## src/logic/readout_pkg.sv

```systemverilog
// Constants, state type and register map of the parameter readout block.
// Assumes a byte-level LIN controller on the same clock around the block.
package readout_pkg;

  ////////////////////////////////////////////////////////////////////////
  // Frame identifiers and command codes
  localparam logic [7:0] PID_REQUEST = 8'h3c;  // Diagnostic request frame
  localparam logic [7:0] PID_RESPONSE = 8'h7d; // Slave response frame
  localparam logic [7:0] APP_COMMAND = 8'h80;  // Application command byte
  localparam logic [6:0] CMD_PART1 = 7'h02;    // First half of the set
  localparam logic [6:0] CMD_PART2 = 7'h03;    // Second half of the set
  localparam logic [1:0] ADDR_TOP_BITS = 2'h3; // Fixed top bits of byte 3
  localparam logic [3:0] DATA_BYTES = 4'h8;    // Data bytes per frame
  localparam logic [3:0] LAST_DATA_IDX = 4'h7; // Index of data byte 8

  ////////////////////////////////////////////////////////////////////////
  // Pending answer kinds
  localparam logic [1:0] PEND_NONE = 2'h0;
  localparam logic [1:0] PEND_PART1 = 2'h1;
  localparam logic [1:0] PEND_PART2 = 2'h2;

  ////////////////////////////////////////////////////////////////////////
  // Register map, byte addresses
  localparam logic [3:0] REG_CONFIG = 4'h0; // Node address and fuse
  localparam logic [3:0] REG_STATUS = 4'h4; // Pending kind, busy, errors
  localparam int CFG_ADDR_LSB = 0;          // Node address [5:0]
  localparam int CFG_FUSE_BIT = 8;          // Command disable fuse
  localparam int ST_PEND_LSB = 0;           // Pending kind [1:0]
  localparam int ST_BUSY_BIT = 2;           // Answer being sent
  localparam int ST_ERRCNT_LSB = 8;         // Checksum error count [7:0]
  localparam logic [5:0] CFG_ADDR_RESET = 6'h00;
  localparam logic CFG_FUSE_RESET = 1'b0;

  ////////////////////////////////////////////////////////////////////////
  // Frame sequencer states
  typedef enum logic [1:0] {
    ST_IDLE,
    ST_PID,
    ST_REQ,
    ST_RESP
  } frame_state_e;

endpackage

```

## src/logic/csum_if.sv

```systemverilog
// Carrier between the sequencer and a checksum accumulator.
// Assumes one clock shared by both ends.
`timescale 1ns/10ps
interface csum_if;
  logic clear;      // Start a new sum
  logic add;        // Add data to the sum
  logic [7:0] data; // Byte to add
  logic [7:0] sum;  // Running carry-wrapped sum
  modport engine (input clear, input add, input data, output sum);
  modport user (output clear, output add, output data, input sum);
endinterface

```

## src/logic/lin_actual_param_readout.sv

```systemverilog
// Readout of the working parameter set over LIN diagnostic frames.
// Assumes a LIN byte controller on clk that flags breaks, hands over
// received bytes and takes bytes to send with a valid/ready handshake,
// filtering the echo of its own transmission.
//
// What this block does
// - Two requests, each answered by own response
// - Request: id 3c, app 80, cmd 82/83
// - Part two: off-diagonals, enable, freq, thermal, group
// - Part one: working colours, diagonals, fading
// - Fuse set: readout requests are ignored
`timescale 1ns/10ps
module lin_actual_param_readout (
  // Clock, reset, enable
  input wire logic clk,
  input wire logic resetn,
  input wire logic ce,
  // Avalon-MM slave
  input wire logic [3:0] avs_address,
  input wire logic avs_read,
  input wire logic avs_write,
  input wire logic [31:0] avs_writedata,
  output logic [31:0] avs_readdata,
  output logic avs_waitrequest,
  // LIN byte receiver
  input wire logic rx_break,
  input wire logic rx_valid,
  input wire logic [7:0] rx_data,
  // LIN byte transmitter
  output logic tx_valid,
  output logic [7:0] tx_data,
  input wire logic tx_ready,
  // Working colour values
  input wire logic [7:0] colour_1,
  input wire logic [7:0] colour_2,
  input wire logic [7:0] colour_3,
  // Working calibration matrix
  input wire logic [7:0] cal_a11,
  input wire logic [7:0] cal_a12,
  input wire logic [7:0] cal_a13,
  input wire logic [7:0] cal_a21,
  input wire logic [7:0] cal_a22,
  input wire logic [7:0] cal_a23,
  input wire logic [7:0] cal_a31,
  input wire logic [7:0] cal_a32,
  input wire logic [7:0] cal_a33,
  // Working fading and mode settings
  input wire logic fading_enable,
  input wire logic fading_slope,
  input wire logic [5:0] fading_time,
  input wire logic calibration_enable,
  input wire logic modulation_frequency_select,
  input wire logic thermal_control_bit,
  input wire logic [3:0] node_group_number
);

  ////////////////////////////////////////////////////////////////////////
  // Declarations
  readout_pkg::frame_state_e state_r; // Frame sequencer
  logic [1:0] pend_r;                 // Answer owed to next response
  logic [3:0] ridx_r;                 // Received byte index
  logic [3:0] tidx_r;                 // Sent byte index
  logic [7:0] app_r;                  // Request data byte 1
  logic [7:0] cmd_r;                  // Request data byte 2
  logic [7:0] addr_r;                 // Request data byte 3
  logic [5:0] node_address_r;         // Own node address
  logic command_disable_fuse_r;       // Command disable fuse
  logic [7:0] err_cnt_r;              // Bad request checksums
  logic tx_valid_r;
  logic [7:0] tx_data_r;
  logic [31:0] rdata_r;
  logic wait_r;
  logic load;                         // Start of an answer
  logic tx_take;                      // Byte handed to transmitter
  logic req_ok;                       // Request fields match
  logic [3:0] sel;                    // Index of next answer byte
  logic [7:0] resp_byte;              // Answer byte at sel
  csum_if rx_cs ();
  csum_if tx_cs ();

  ////////////////////////////////////////////////////////////////////////
  // Checksum accumulators, one per direction
  lin_checksum rx_sum (
    .clk(clk),
    .resetn(resetn),
    .ce(ce),
    .c(rx_cs.engine)
  );

  lin_checksum tx_sum (
    .clk(clk),
    .resetn(resetn),
    .ce(ce),
    .c(tx_cs.engine)
  );

  ////////////////////////////////////////////////////////////////////////
  // Decode of the received request
  always_comb begin
    // Identifier is not part of the sum
    rx_cs.clear = (state_r == readout_pkg::ST_PID) && rx_valid;
    rx_cs.add = (state_r == readout_pkg::ST_REQ) && rx_valid
                && (ridx_r < readout_pkg::DATA_BYTES);
    rx_cs.data = rx_data;
    req_ok = (app_r == readout_pkg::APP_COMMAND)
             && cmd_r[7]
             && (addr_r[7:6] == readout_pkg::ADDR_TOP_BITS)
             && (addr_r[5:0] == node_address_r)
             && !command_disable_fuse_r;
  end

  ////////////////////////////////////////////////////////////////////////
  // Answer byte selection
  always_comb begin
    load = (state_r == readout_pkg::ST_PID) && rx_valid && !rx_break
           && (rx_data == readout_pkg::PID_RESPONSE)
           && (pend_r != readout_pkg::PEND_NONE);
    tx_take = (state_r == readout_pkg::ST_RESP) && tx_valid_r && tx_ready;
    sel = load ? 4'h0 : tidx_r + 4'h1;
    resp_byte = {readout_pkg::ADDR_TOP_BITS, node_address_r};
    if (pend_r == readout_pkg::PEND_PART1) begin
      // Working values, not stored defaults
      case (sel)
        4'h1: resp_byte = colour_1;
        4'h2: resp_byte = colour_2;
        4'h3: resp_byte = colour_3;
        4'h4: resp_byte = cal_a11;
        4'h5: resp_byte = cal_a22;
        4'h6: resp_byte = cal_a33;
        4'h7: resp_byte = {fading_enable, fading_slope, fading_time};
        default: resp_byte = {readout_pkg::ADDR_TOP_BITS, node_address_r};
      endcase
    end else begin
      case (sel)
        4'h1: resp_byte = cal_a12;
        4'h2: resp_byte = cal_a13;
        4'h3: resp_byte = cal_a21;
        4'h4: resp_byte = cal_a23;
        4'h5: resp_byte = cal_a31;
        4'h6: resp_byte = cal_a32;
        4'h7: resp_byte = {calibration_enable, modulation_frequency_select,
                           1'b1, thermal_control_bit, node_group_number};
        default: resp_byte = {readout_pkg::ADDR_TOP_BITS, node_address_r};
      endcase
    end
    tx_cs.clear = load;
    tx_cs.add = load || (tx_take && (tidx_r < readout_pkg::LAST_DATA_IDX));
    tx_cs.data = resp_byte;
  end

  ////////////////////////////////////////////////////////////////////////
  // Frame sequencer
  always_ff @(posedge clk) begin
    if (!resetn) begin
      state_r <= readout_pkg::ST_IDLE;
    end else if (ce) begin
      if (rx_break) begin
        // A new header aborts whatever was going on
        state_r <= readout_pkg::ST_PID;
      end else begin
        case (state_r)
          readout_pkg::ST_PID: begin
            if (rx_valid && rx_data == readout_pkg::PID_REQUEST) begin
              state_r <= readout_pkg::ST_REQ;
            end else if (load) begin
              state_r <= readout_pkg::ST_RESP;
            end else if (rx_valid) begin
              state_r <= readout_pkg::ST_IDLE;
            end
          end
          readout_pkg::ST_REQ: begin
            if (rx_valid && ridx_r == readout_pkg::DATA_BYTES) begin
              state_r <= readout_pkg::ST_IDLE;
            end
          end
          readout_pkg::ST_RESP: begin
            if (tx_take && tidx_r == readout_pkg::DATA_BYTES) begin
              state_r <= readout_pkg::ST_IDLE;
            end
          end
          default: state_r <= readout_pkg::ST_IDLE;
        endcase
      end
    end
  end

  ////////////////////////////////////////////////////////////////////////
  // Request byte capture
  always_ff @(posedge clk) begin
    if (!resetn) begin
      ridx_r <= 4'h0;
      app_r <= 8'h00;
      cmd_r <= 8'h00;
      addr_r <= 8'h00;
    end else if (ce) begin
      if (state_r != readout_pkg::ST_REQ) begin
        ridx_r <= 4'h0;
      end else if (rx_valid && !rx_break) begin
        ridx_r <= ridx_r + 4'h1;
        case (ridx_r)
          4'h0: app_r <= rx_data;
          4'h1: cmd_r <= rx_data;
          4'h2: addr_r <= rx_data;
          default: ;  // Filler bytes and checksum are not kept
        endcase
      end
    end
  end

  ////////////////////////////////////////////////////////////////////////
  // Owed answer: one per accepted request
  always_ff @(posedge clk) begin
    if (!resetn) begin
      pend_r <= readout_pkg::PEND_NONE;
    end else if (ce) begin
      if (rx_break) begin
        pend_r <= pend_r;  // Kept until the next identifier is seen
      end else if (state_r == readout_pkg::ST_PID && rx_valid
                   && !load) begin
        // Any other frame drops the owed answer
        pend_r <= readout_pkg::PEND_NONE;
      end else if (tx_take && tidx_r == readout_pkg::DATA_BYTES) begin
        pend_r <= readout_pkg::PEND_NONE;
      end else if (state_r == readout_pkg::ST_REQ && rx_valid
                   && ridx_r == readout_pkg::DATA_BYTES
                   && rx_data == ~rx_cs.sum && req_ok) begin
        // Valid checksum and fields: decide which half to send
        if (cmd_r[6:0] == readout_pkg::CMD_PART1) begin
          pend_r <= readout_pkg::PEND_PART1;
        end else if (cmd_r[6:0] == readout_pkg::CMD_PART2) begin
          pend_r <= readout_pkg::PEND_PART2;
        end
      end
    end
  end

  ////////////////////////////////////////////////////////////////////////
  // Bad checksum counter, saturating
  always_ff @(posedge clk) begin
    if (!resetn) begin
      err_cnt_r <= 8'h00;
    end else if (ce) begin
      if (state_r == readout_pkg::ST_REQ && rx_valid && !rx_break
          && ridx_r == readout_pkg::DATA_BYTES
          && rx_data != ~rx_cs.sum && err_cnt_r != 8'hff) begin
        err_cnt_r <= err_cnt_r + 8'h01;
      end
    end
  end

  ////////////////////////////////////////////////////////////////////////
  // Answer transmitter
  always_ff @(posedge clk) begin
    if (!resetn) begin
      tx_valid_r <= 1'b0;
      tx_data_r <= 8'h00;
      tidx_r <= 4'h0;
    end else if (ce) begin
      if (rx_break) begin
        tx_valid_r <= 1'b0;  // Abort on a new header
      end else if (load) begin
        tx_valid_r <= 1'b1;
        tx_data_r <= resp_byte;
        tidx_r <= 4'h0;
      end else if (tx_take) begin
        tidx_r <= tidx_r + 4'h1;
        if (tidx_r == readout_pkg::DATA_BYTES) begin
          tx_valid_r <= 1'b0;
        end else if (tidx_r == readout_pkg::LAST_DATA_IDX) begin
          tx_data_r <= ~tx_cs.sum;
        end else begin
          tx_data_r <= resp_byte;
        end
      end
    end
  end

  ////////////////////////////////////////////////////////////////////////
  // Avalon handshake: waitrequest drops for one cycle per request
  always_ff @(posedge clk) begin
    if (!resetn) begin
      wait_r <= 1'b1;
    end else if (ce) begin
      wait_r <= !((avs_read || avs_write) && wait_r);
    end
  end

  // Configuration writes
  always_ff @(posedge clk) begin
    if (!resetn) begin
      node_address_r <= readout_pkg::CFG_ADDR_RESET;
      command_disable_fuse_r <= readout_pkg::CFG_FUSE_RESET;
    end else if (ce) begin
      if (avs_write && !wait_r && avs_address == readout_pkg::REG_CONFIG)
      begin
        node_address_r <= avs_writedata[readout_pkg::CFG_ADDR_LSB +: 6];
        command_disable_fuse_r <= avs_writedata[readout_pkg::CFG_FUSE_BIT];
      end
    end
  end

  // Read data, unmapped addresses read zero
  always_ff @(posedge clk) begin
    if (!resetn) begin
      rdata_r <= 32'h0000_0000;
    end else if (ce) begin
      if (avs_read && wait_r) begin
        rdata_r <= 32'h0000_0000;
        case (avs_address)
          readout_pkg::REG_CONFIG: begin
            rdata_r[readout_pkg::CFG_ADDR_LSB +: 6] <= node_address_r;
            rdata_r[readout_pkg::CFG_FUSE_BIT] <= command_disable_fuse_r;
          end
          readout_pkg::REG_STATUS: begin
            rdata_r[readout_pkg::ST_PEND_LSB +: 2] <= pend_r;
            rdata_r[readout_pkg::ST_BUSY_BIT] <= tx_valid_r;
            rdata_r[readout_pkg::ST_ERRCNT_LSB +: 8] <= err_cnt_r;
          end
          default: ;  // Unmapped
        endcase
      end
    end
  end

  assign avs_readdata = rdata_r;
  assign avs_waitrequest = wait_r;
  assign tx_valid = tx_valid_r;
  assign tx_data = tx_data_r;

endmodule

```

## src/logic/lin_checksum.sv

```systemverilog
// Classic LIN checksum accumulator: eight-bit sum with carry wrap.
// Assumes the user drives clear and add from logic on the same clock.
`timescale 1ns/10ps
module lin_checksum (
  // Clock and control
  input wire logic clk,
  input wire logic resetn,
  input wire logic ce,
  // Accumulator port
  csum_if.engine c
);

  logic [7:0] sum_r;  // Running sum
  logic [7:0] base;   // Sum that the new byte adds to
  logic [8:0] total;  // Sum with carry out
  logic [7:0] sum_nxt;

  ////////////////////////////////////////////////////////////////////////
  // Carry-wrapped addition, clear restarting from zero
  always_comb begin
    base = c.clear ? 8'h00 : sum_r;
    total = {1'b0, base} + {1'b0, c.data};
    sum_nxt = total[7:0] + {7'h00, total[8]};
  end

  // Sum register
  always_ff @(posedge clk) begin
    if (!resetn) begin
      sum_r <= 8'h00;
    end else if (ce) begin
      if (c.add) begin
        sum_r <= sum_nxt;
      end else if (c.clear) begin
        sum_r <= 8'h00;
      end
    end
  end

  assign c.sum = sum_r;

endmodule

```

## config.mk

```make
export PLATFORM = sky130hd
export DESIGN_NAME = lin_actual_param_readout
export DESIGN_NICKNAME = d
export VERILOG_FILES = /design/src/logic/readout_pkg.sv /design/src/logic/csum_if.sv /design/src/logic/lin_actual_param_readout.sv /design/src/logic/lin_checksum.sv
export SDC_FILE = /design/constraint.sdc
export NUM_CORES = 1
export LEC_CHECK = 0
export ABC_AREA = 1
export BUFFER_PORTS_ARGS = -buffer_cell sky130_fd_sc_hd__buf_2
export CORE_UTILIZATION = 33
export DETAILED_ROUTE_END_ITERATION = 8
export GPL_TIMING_DRIVEN = 0
export MAX_ROUTING_LAYER = met4
export SETUP_SLACK_MARGIN = 0.3
export SLEW_MARGIN = 25
export SYNTH_ARGS = -nofsm -noshare
export SYNTH_HDL_FRONTEND = slang
export SYNTH_HIERARCHICAL = 1
export SYNTH_SLANG_ARGS = --single-unit
```

## constraint.sdc

```tcl
create_clock -name clk -period 4.8 [get_ports clk]
set_clock_uncertainty 0.1 [all_clocks]
set_input_delay 0.24 -clock clk [delete_from_list [all_inputs] [get_ports clk]]
set_output_delay 0.24 -clock clk [all_outputs]
set_load 0.05 [all_outputs]
```

==> insert_results.sql, run 1 <==
INSERT INTO impl_metrics (metric_group, metric, value, unit) VALUES
('routing', 'drt-vias-per-instance', '4.872', ''),
('layout', 'antenna_cells_inserted', '0', ''),
('logic_synthesis', 'ys_async_sr_fraction', '0', '%'),
('grt', 'first_global_vias', '7007', ''),
('worst_setup_path', 'crit_top_cell', 'sky130_fd_sc_hd__nand2_1', ''),
('layout', 'drive_gt1_share', '21.20', '%'),
('logic_synthesis', 'synth_top_family_by_area', 'simple AND/OR/NAND/NOR gates', ''),
('timing', 'finalSetupTns', '0', 'ns'),
('grt', 'first_pass_grt_wire_length', '35.55', 'mm'),
('worst_setup_path', 'timing.setup.critical_path_class', 'reg2reg', ''),
('worst_setup_path', 'rr_endpoint', 'tx_sum/c.sum[6]', ''),
('layout', 'flow.area_growth_from_synthesis', '23.22', '%'),
('timing', 'worst_pin_slew', '0.8975', 'ns'),
('worst_setup_path', 'rr_startpoint', 'state_r[0]', ''),
('die', 'height_of_the_die', '146.2', 'um'),
('grt', 'grt_remaining_overflow', '0', ''),
('clock_tree', 'clock_latency', '0.35', 'ns'),
('logic_synthesis', 'synth_mux_area_share', '0', '%'),
('routing', 'detail_route.first_pass.iterations', '4', ''),
('clock_tree', 'clkSlewWorstSetupHoldPaths', '0.06', 'ns'),
('worst_setup_path', 'crit_end', 'tx_sum/c.sum[6]', ''),
('power_and_ir_drop', 'leakage_power', '0.004168', 'uW'),
('die', 'top_level_ports', '205', ''),
('logic_synthesis', 'netlist_top_cells_area', 'sky130_fd_sc_hd__dfxtp_1 (27%), sky130_fd_sc_hd__nand2_1 (17%), sky130_fd_sc_hd__nand3_1 (8.8%)', ''),
('grt', 'grt_start_max_net_pins', '16', ''),
('logic_synthesis', 'syn_inst', '1107', ''),
('place', 'count_of_port_buffers_added_during_placement', '161', ''),
('job', 'max_cap_violations', '0', ''),
('die', 'starting_density', '33.82', '%'),
('outcome', 'outcome', 'completed', ''),
('worst_setup_path', 'worst_path_maximum_fanout', '10', ''),
('die', 'core-area', '20300', 'um2'),
('routing', 'final_wirelength', '22.43', 'mm'),
('worst_setup_path', 'critical_path.endpoint_type', 'flip-flop', ''),
('worst_setup_path', 'worst-endpoint-required', '4.98', 'ns'),
('timing', 'slew_headroom', '39.95', '%'),
('layout', 'num-nets-final', '1490', ''),
('clock_tree', 'cts_made_buffers', '9', ''),
('routing', 'routed-wl-met3', '1.419', 'mm'),
('worst_setup_path', 'crit_start', 'state_r[0]', ''),
('logic_synthesis', 'synth_ff_type', 'sky130_fd_sc_hd__dfxtp_1', ''),
('layout', 'fillerInstances', '2225', ''),
('timing', 'maxSlewViolCount', '0', ''),
('logic_synthesis', 'synth_unique_cells', '46', ''),
('clock_tree', 'tritoncts', 'done', ''),
('timing', 'setup_viol', '0', ''),
('die', 'die_area', '21380', 'um2'),
('die', 'width_of_the_die', '146.2', 'um'),
('logic_synthesis', 'synth-seq-area-share', '26.54', '%'),
('routing', 'initialDrtViolationCount', '375', ''),
('worst_hold_path', 'hold_path_depth', '3', ''),
('worst_hold_path', 'min_path_type', 'in2reg', ''),
('routing', 'wirelength_met1', '10.03', 'mm'),
('timing', 'post-route-period-util', '86.31', '%'),
('logic_synthesis', 'synthesis.yosys.warnings', '6', ''),
('place', 'place_congestion', '0.8950', ''),
('routing', 'met2_wire_length', '10.50', 'mm'),
('place', 'dp.final_hpwl', '17.80', 'mm'),
('worst_setup_path', 'timing.critical_path.slowest_cell_delay', '0.39', 'ns'),
('grt', 'globalRouteTotalUtil', '21.49', '%'),
('timing', 'grt_setup_unrepaired', 'false', ''),
('worst_setup_path', 'r2r_cells', '29', ''),
('timing', 'fmax', '241.4', 'MHz'),
('worst_hold_path', 'hold_path_startpoint', 'avs_writedata[5]', ''),
('timing', 'timing_hold_violations_final', '0', ''),
('clock_tree', 'numClockSinks', '91', ''),
('power_and_ir_drop', 'power_per_cell_area', '215.9', 'nW/um2'),
('routing', 'routed_via_count', '7658', ''),
('worst_setup_path', 'signal_arrival_time_at_the_worst_endpoint', '4.32', 'ns'),
('routing', 'ant_nets', '0', ''),
('routing', 'drc', '0', '');
## worst max-delay path, delay by kind of cell (launching register included)
kind / cells / cell delay (ns)
simple gates: 20 / 1.98
fa+ha+maj: 3 / 0.77
buf+inv: 3 / 0.40
flops: 1 / 0.39
compound gates: 3 / 0.39
## placed cells by master, fill, tap and decap left out, types with 16 or more instances in the layout
master and n:
sky130_fd_sc_hd__o21ai_0 65, sky130_fd_sc_hd__inv_1 111, sky130_fd_sc_hd__nand2_1 304, sky130_fd_sc_hd__a21oi_1 70, sky130_fd_sc_hd__buf_4 23, sky130_fd_sc_hd__buf_2 168, sky130_fd_sc_hd__nor2_1 109, sky130_fd_sc_hd__conb_1 18
sky130_fd_sc_hd__clkbuf_1 16, sky130_fd_sc_hd__dfxtp_1 88, sky130_fd_sc_hd__nand3_1 121, sky130_fd_sc_hd__ha_1 21
## power by group
part | internal (uW) | switching, uW
clock network | 400 | 295
logic | 127 | 225
registers | 769 | 11.0
total | 1300 | 531
## worst min-delay path by stage
stage | end | slack, ns
6_report | node_address_r[5] | 0.07
5_1_grt | node_address_r[5] | 0.08
4_1_cts | node_address_r[2] | 0.06
3_5_place_dp | cmd_r[3] | 0.34
3_3_place_gp | cmd_r[7] | 0.33
2_1_floorplan | rx_sum/c.sum[1] | 0.28
## cells in the mapped netlist, types with 2 or more instances
cell type                  number
sky130_fd_sc_hd__nand2_1      305
sky130_fd_sc_hd__nand3_1      121
sky130_fd_sc_hd__nor2_1       116
sky130_fd_sc_hd__inv_1        114
sky130_fd_sc_hd__dfxtp_1       91
sky130_fd_sc_hd__a21oi_1       70
sky130_fd_sc_hd__o21ai_0       65
sky130_fd_sc_hd__ha_1          27
sky130_fd_sc_hd__buf_4         21
sky130_fd_sc_hd__clkbuf_1      15
sky130_fd_sc_hd__nand4_1       13
sky130_fd_sc_hd__xnor2_1       12
sky130_fd_sc_hd__xor2_1        11
sky130_fd_sc_hd__inv_2         10
sky130_fd_sc_hd__nor3_1        10
sky130_fd_sc_hd__a31oi_1        9
sky130_fd_sc_hd__a41oi_1        8
sky130_fd_sc_hd__buf_6          8
sky130_fd_sc_hd__buf_2          7
sky130_fd_sc_hd__clkinv_1       7
sky130_fd_sc_hd__nand2_2        6
sky130_fd_sc_hd__nor2_2         6
sky130_fd_sc_hd__nor4_1         6
sky130_fd_sc_hd__nand3_2        5
sky130_fd_sc_hd__o21ai_2        5
sky130_fd_sc_hd__a22oi_1        4
sky130_fd_sc_hd__o211ai_1       4
sky130_fd_sc_hd__o21bai_1       3
sky130_fd_sc_hd__a211oi_1       2
sky130_fd_sc_hd__a21o_1         2
sky130_fd_sc_hd__a21oi_2        2
sky130_fd_sc_hd__a221oi_1       2
sky130_fd_sc_hd__and2_1         2
sky130_fd_sc_hd__buf_1          2
sky130_fd_sc_hd__fa_1           2
sky130_fd_sc_hd__nand3b_1       2
sky130_fd_sc_hd__nor2_8         2
sky130_fd_sc_hd__nor3b_1        2
## kinds of logic (layout without fill, tap and decap cells)
kind of cell | after synthesis | count (layout)
and+or+nand+nor | 600 | 600
buffers and inverters | 185 | 363
AOI/OAI and AO/OA | 178 | 178
DFF | 91 | 91
adders and majority gates | 29 | 29
xor gates and xnor gates | 23 | 23
other | 1 | 18
## through the flow
step	hold slack, ns	worst slack (ns)	area (um2)	utilization, %	std cells
floorplan	0.2783	1.062	6929	-	1124
global placement	0.3326	0.1729	8073	39.77	1555
detailed placement	0.3400	0.1484	8079	39.80	1555
CTS	0.05982	0.3370	8371	41.24	1570
global route	0.08495	0.3246	8459	41.67	1572
finish	0.06600	0.6573	8459	41.67	1572
## final cells by class
cell class                 instances  area, um2  area share, %
tap                              270      337.8          3.993
buffer                            53      354.1          4.186
clock inverter                     5      53.80         0.6360
multi-input combinational        848       4340          51.31
timing repair buffer             163      820.8          9.703
clock buffer                      10      229.0          2.707
inverter                         132      498.0          5.887
sequential                        91       1826          21.58
## state kept, by name, indices dropped and copies added, names as in the netlist, 8 cells and up
register,flops
avs_readdata,14
addr_r,8
app_r,8
cmd_r,8
err_cnt_r,8
rx_sum/c.sum,8
tx_data,8
tx_sum/c.sum,8
## layer usage
metal  track usage (%)  up-vias
li1                  -     3964
met1             26.57     3425
met2             35.71      245
met3             3.781       24
met4             6.146        0
met5                 -        -
## what timing repair did
item                                    CTS  global route
hold buffers                              0             0
setup buffers                             0             2
endpoints found under the hold margin     0             0
endpoints found under the setup margin    3             7
resized for setup                         2            24
pin swaps                                 0             5
No activity file was read; power rests on OpenSTA's default activity.
==> run 2: changes to the inputs <==
ABC_AREA = default   (was 1)
MAX_ROUTING_LAYER = default   (was met4)
==> run 2 against run 1 <==
Clock power is 7.3% higher. Critical path depth shrank 5. Worst setup slack got worse by 0.44 ns. Routed wire length increased by 2.5%. Highest routed layer unchanged. Synthesized cell count shrank 27%. Largest cell class unchanged. Die area decreased by 3.8%. Critical endpoint is now tx_sum/c.sum[4]. Sequential share of layout area down 0.066 points. Fmax fell by 9.7%. Total power decreased by 5.0%. Non-clock buffer count grew 25. Largest power group unchanged.
==> insert_results.sql, run 2 <==
INSERT INTO impl_metrics (metric_group, metric, value, unit) VALUES
('outcome', 'outcome', 'completed', ''),
('clock_tree', 'tritoncts', 'done', ''),
('power_and_ir_drop', 'power.switching_fraction', '24.79', '%'),
('worst_setup_path', 'cp_num_buf_inv', '5', ''),
('timing', 'fmax', '218.0', 'MHz'),
('layout', 'top_library_cells_by_usage_in_the_layout_fill_and_taps_aside', 'sky130_fd_sc_hd__buf_2 (167), sky130_fd_sc_hd__nand2_1 (90), sky130_fd_sc_hd__dfxtp_1 (89)', ''),
('die', 'top_level_ports', '205', ''),
('layout', 'largest_register_ff_count', '14', ''),
('logic_synthesis', 'netlist_top_cells_area', 'sky130_fd_sc_hd__dfxtp_1 (28%), sky130_fd_sc_hd__nand3_1 (5.2%), sky130_fd_sc_hd__nand2_1 (5.2%)', ''),
('worst_setup_path', 'timing.critical_path.cells', 'buf_6 > buf_8 > inv_6 > buf_8 > ha_4 > buf_6 > mux2_4 > a221oi_4 > a31oi_1 > nor2_1 > o21ai_2 > ha_2 > fa_2 > a211oi_4 > nor2_4 > o31ai_4 > a21boi_1 > or2_4 > ha_4 > nand2_4 > nor4b_4 > xor2_1 > a22oi_1 > nor2b_1', ''),
('layout', 'final-instance-count-excl-fill', '1282', ''),
('power_and_ir_drop', 'power_per_cell_area', '204.8', 'nW/um2'),
('timing', 'min_period', '4.587', 'ns'),
('clock_tree', 'clkSlewWorstSetupHoldPaths', '0.06', 'ns'),
('logic_synthesis', 'synth_ff_type', 'sky130_fd_sc_hd__dfxtp_1', ''),
('worst_setup_path', 'worst-endpoint-required', '4.93', 'ns'),
('layout', 'fillerInstances', '2002', ''),
('grt', 'met3_usage', '3.965', '%'),
('die', 'starting_density', '33.79', '%'),
('timing', 'worst_pin_slew', '0.7954', 'ns'),
('logic_synthesis', 'synth_top_family_by_area', 'simple AND/OR/NAND/NOR gates', ''),
('grt', 'globalRouteTotalUtil', '21.94', '%'),
('worst_setup_path', 'setup.worst_path.start_class', 'flip-flop', ''),
('clock_tree', 'htree_num_levels', '3', ''),
('logic_synthesis', 'synthAdderAreaFrac', '5.726', '%'),
('logic_synthesis', 'synth-seq-area-share', '27.61', '%'),
('worst_setup_path', 'crit_family', 'compound AO/OA/AOI/OAI gates', ''),
('place', 'dpl.cell_count', '1250', ''),
('grt', 'grt_remaining_overflow', '0', ''),
('worst_setup_path', 'timing.critical_path.slowest_cell_delay', '0.39', 'ns'),
('grt', 'grt_start_max_net_pins', '19', ''),
('clock_tree', 'numClockSinks', '91', ''),
('layout', 'final_core_util', '43.43', '%'),
('die', 'die_area', '20570', 'um2'),
('worst_setup_path', 'critical_path.endpoint_type', 'flip-flop', ''),
('power_and_ir_drop', 'p_sw', '430.4', 'uW'),
('logic_synthesis', 'synth-compound-area-share', '20.25', '%'),
('timing', 'finalSetupTns', '0', 'ns'),
('place', 'place_congestion', '0.8903', ''),
('layout', 'layout.cell_area.non_filler', '8479', 'um2'),
('clock_tree', 'clock_tree.root_cell', 'sky130_fd_sc_hd__clkbuf_16', ''),
('worst_setup_path', 'signal_arrival_time_at_the_worst_endpoint', '4.72', 'ns'),
('timing', 'post-route-period-util', '95.57', '%'),
('routing', 'ant_nets', '0', ''),
('logic_synthesis', 'synth_simple_gate_area_share', '27.51', '%'),
('grt', 'grt_busiest_layer', 'met2', ''),
('logic_synthesis', 'syn-cell-area', '6599', 'um2'),
('grt', 'initial_antenna_violation_count', '0', ''),
('worst_setup_path', 'worst_path_maximum_fanout', '8', ''),
('routing', 'final_wirelength', '23.00', 'mm'),
('job', 'max_cap_violations', '0', ''),
('logic_synthesis', 'edff_count_synth', '0', ''),
('worst_setup_path', 'setup.reg_to_reg.worst_slack', '0.21', 'ns'),
('die', 'height_of_the_die', '143.4', 'um'),
('routing', 'detail_route.first_pass.iterations', '5', ''),
('power_and_ir_drop', 'power_frac_clock', '43.0', '%'),
('worst_setup_path', 'slowest_stage', 'sky130_fd_sc_hd__fa_2', ''),
('routing', 'routed_via_count', '6852', ''),
('power_and_ir_drop', 'power.internal', '1306', 'uW'),
('worst_setup_path', 'timing.setup.critical_path_class', 'reg2reg', ''),
('power_and_ir_drop', 'power.combinational.fraction', '13.3', '%'),
('timing', 'grt_setup_unrepaired', 'true', ''),
('layout', 'drive_gt1_share', '29.89', '%'),
('logic_synthesis', 'synthesis.yosys.warnings', '6', ''),
('grt', 'gr-usage-met1', '25.45', '%'),
('routing', 'drt-vias-per-instance', '5.345', ''),
('clock_tree', 'cts_made_buffers', '9', ''),
('place', 'placedInstanceArea', '7836', 'um2'),
('logic_synthesis', 'synth_mux_area_share', '6.390', '%'),
('die', 'num_rows', '51', ''),
('die', 'width_of_the_die', '143.4', 'um'),
('logic_synthesis', 'post_synth_most_frequent_cells', 'sky130_fd_sc_hd__dfxtp_1 (91), sky130_fd_sc_hd__nand2_1 (91), sky130_fd_sc_hd__nand3_1 (69)', ''),
('timing', 'slew_headroom', '46.98', '%'),
('timing', 'timing_hold_violations_final', '0', ''),
('clock_tree', 'cts_buffer_depth', '2', ''),
('die', 'core-area', '19530', 'um2'),
('grt', 'first_pass_grt_wire_length', '34.44', 'mm'),
('clock_tree', 'cts-hold-fix-buffers', '0', ''),
('timing', 'setup_viol', '0', ''),
('power_and_ir_drop', 'leakage_power', '0.003521', 'uW'),
('place', 'dp.final_hpwl', '17.57', 'mm'),
('timing', 'maxSlewViolCount', '0', ''),
('layout', 'flow.area_growth_from_synthesis', '28.50', '%'),
('power_and_ir_drop', 'sequentialPowerShare', '43.7', '%'),
('grt', 'first_global_vias', '6457', ''),
('place', 'count_of_port_buffers_added_during_placement', '160', ''),
('layout', 'num-nets-final', '1205', ''),
('power_and_ir_drop', 'vdd.ir_drop.worst', '0.1623', 'mV'),
('logic_synthesis', 'syn_avg_cell_area', '8.167', 'um2'),
('routing', 'drc', '0', ''),
('logic_synthesis', 'yosysTopAreaCellShare', '27.61', '%'),
('logic_synthesis', 'syn_inst', '808', ''),
('logic_synthesis', 'synth_unique_cells', '84', ''),
('logic_synthesis', 'synth-xor-area-share', '6.352', '%'),
('place', 'place_ws', '-0.6856', 'ns'),
('layout', 'antenna_cells_inserted', '0', ''),
('routing', 'wl_per_cell', '17.94', 'um'),
('grt', 'gr_met2_demand_resource', '39.58', '%'),
('logic_synthesis', 'library_cell_with_the_largest_summed_area_after_synthesis', 'sky130_fd_sc_hd__dfxtp_1', ''),
('logic_synthesis', 'ys_async_sr_fraction', '0', '%'),
('worst_hold_path', 'min_path_type', 'in2reg', ''),
('logic_synthesis', 'synth-seq-cells', '91', ''),
('layout', 'most_frequent_standard_cell_in_the_layout_excluding_fill_and_tap_cells', 'sky130_fd_sc_hd__buf_2', ''),
('clock_tree', 'clock_latency', '0.34', 'ns'),
('timing', 'post-route-worst-setup-slack', '0.2127', 'ns'),
('routing', 'initialDrtViolationCount', '444', '');
-- run 2: cell count changes in the layout (fill, tap and decap cells not counted), sizes merged, moves of 11 or more --
cell	delta
a21oi	-21
a22oi	+21
buf	+18
inv	-112
mux2	+11
mux2i	+23
nand2	-221
nand3	-58
nor2	-62
nor2b	+32
o21ai	-46
xnor2	+13
-- run 2: what timing repair did --
item                                    CTS  global route
endpoints found under the setup margin    8             8
endpoints found under the hold margin     0             0
pin swaps                                17            24
resized for setup                        27            20
setup buffers                            11             6
-- run 2: through the flow --
stage                     total power [uW]  hold slack [ns]
after CTS                             1745          0.03341
after detailed placement             998.1           0.3469
final                                 1736          0.04396
after global routing                  1799          0.05622
after floorplan                      901.9           0.2874
after global placement               997.8           0.3387
-- run 2: worst register-to-register path, delay by kind of cell (launching register included) --
| family | cells | cell delay [ns] |
|---|---|---|
| AO/OA/AOI/OAI | 7 | 1.32 |
| adder cells (fa/ha/maj) | 4 | 1.04 |
| AND/OR/NAND/NOR | 6 | 0.71 |
| buffers and inverters | 5 | 0.47 |
| flip-flops | 1 | 0.35 |
| multiplexers | 1 | 0.32 |
| XOR/XNOR | 1 | 0.19 |
-- run 2: worst paths after layout --
check / end / cells after the start / startpoint
min reg2reg: cmd_r[0] / 2 / cmd_r[0]
min: node_address_r[4] / 3 / avs_writedata[4]
max: tx_sum/c.sum[4] / 24 / tidx_r[0]
max reg2reg: tx_sum/c.sum[4] / 24 / tidx_r[0]
-- run 2: final cells by class --
| class | instances | area (um2) | area share [%] |
|---|---|---|---|
| Clock inverter | 5 | 78.83 | 0.9296 |
| Clock buffer | 10 | 229.0 | 2.700 |
| Inverter | 14 | 57.56 | 0.6788 |
| Sequential cell | 91 | 1824 | 21.51 |
| Timing Repair Buffer | 177 | 928.4 | 10.95 |
| Multi-Input combinational cell | 656 | 4626 | 54.55 |
| Buffer | 64 | 404.1 | 4.766 |
| Tap cell | 265 | 331.6 | 3.910 |
-- run 2: kinds of logic after synthesis --
logic type               Yosys count
AND/OR/NAND/NOR                  343
AO/OA/AOI/OAI                    186
flip-flops                        91
buffers and inverters             78
XOR/XNOR                          43
multiplexers                      37
adder cells (fa/ha/maj)           29
other                              1
-- run 2: power groups by stage --
stage | Combinational (uW) | Clock [uW] | Sequential [uW]
after floorplan | 125 | 0 | 777
after global placement | 222 | 0 | 776
after detailed placement | 223 | 0 | 776
after CTS | 227 | 760 | 758
after global routing | 250 | 791 | 758
final | 231 | 746 | 759
-- run 2: routing by layer --
metal	part of all wire [%]	wire length, um	up-vias
met2	49	11320	291
met5	0	0	-
met4	3.3	770	0
met1	41	9423	3197
li1	-	-	3316
met3	6.4	1478	48
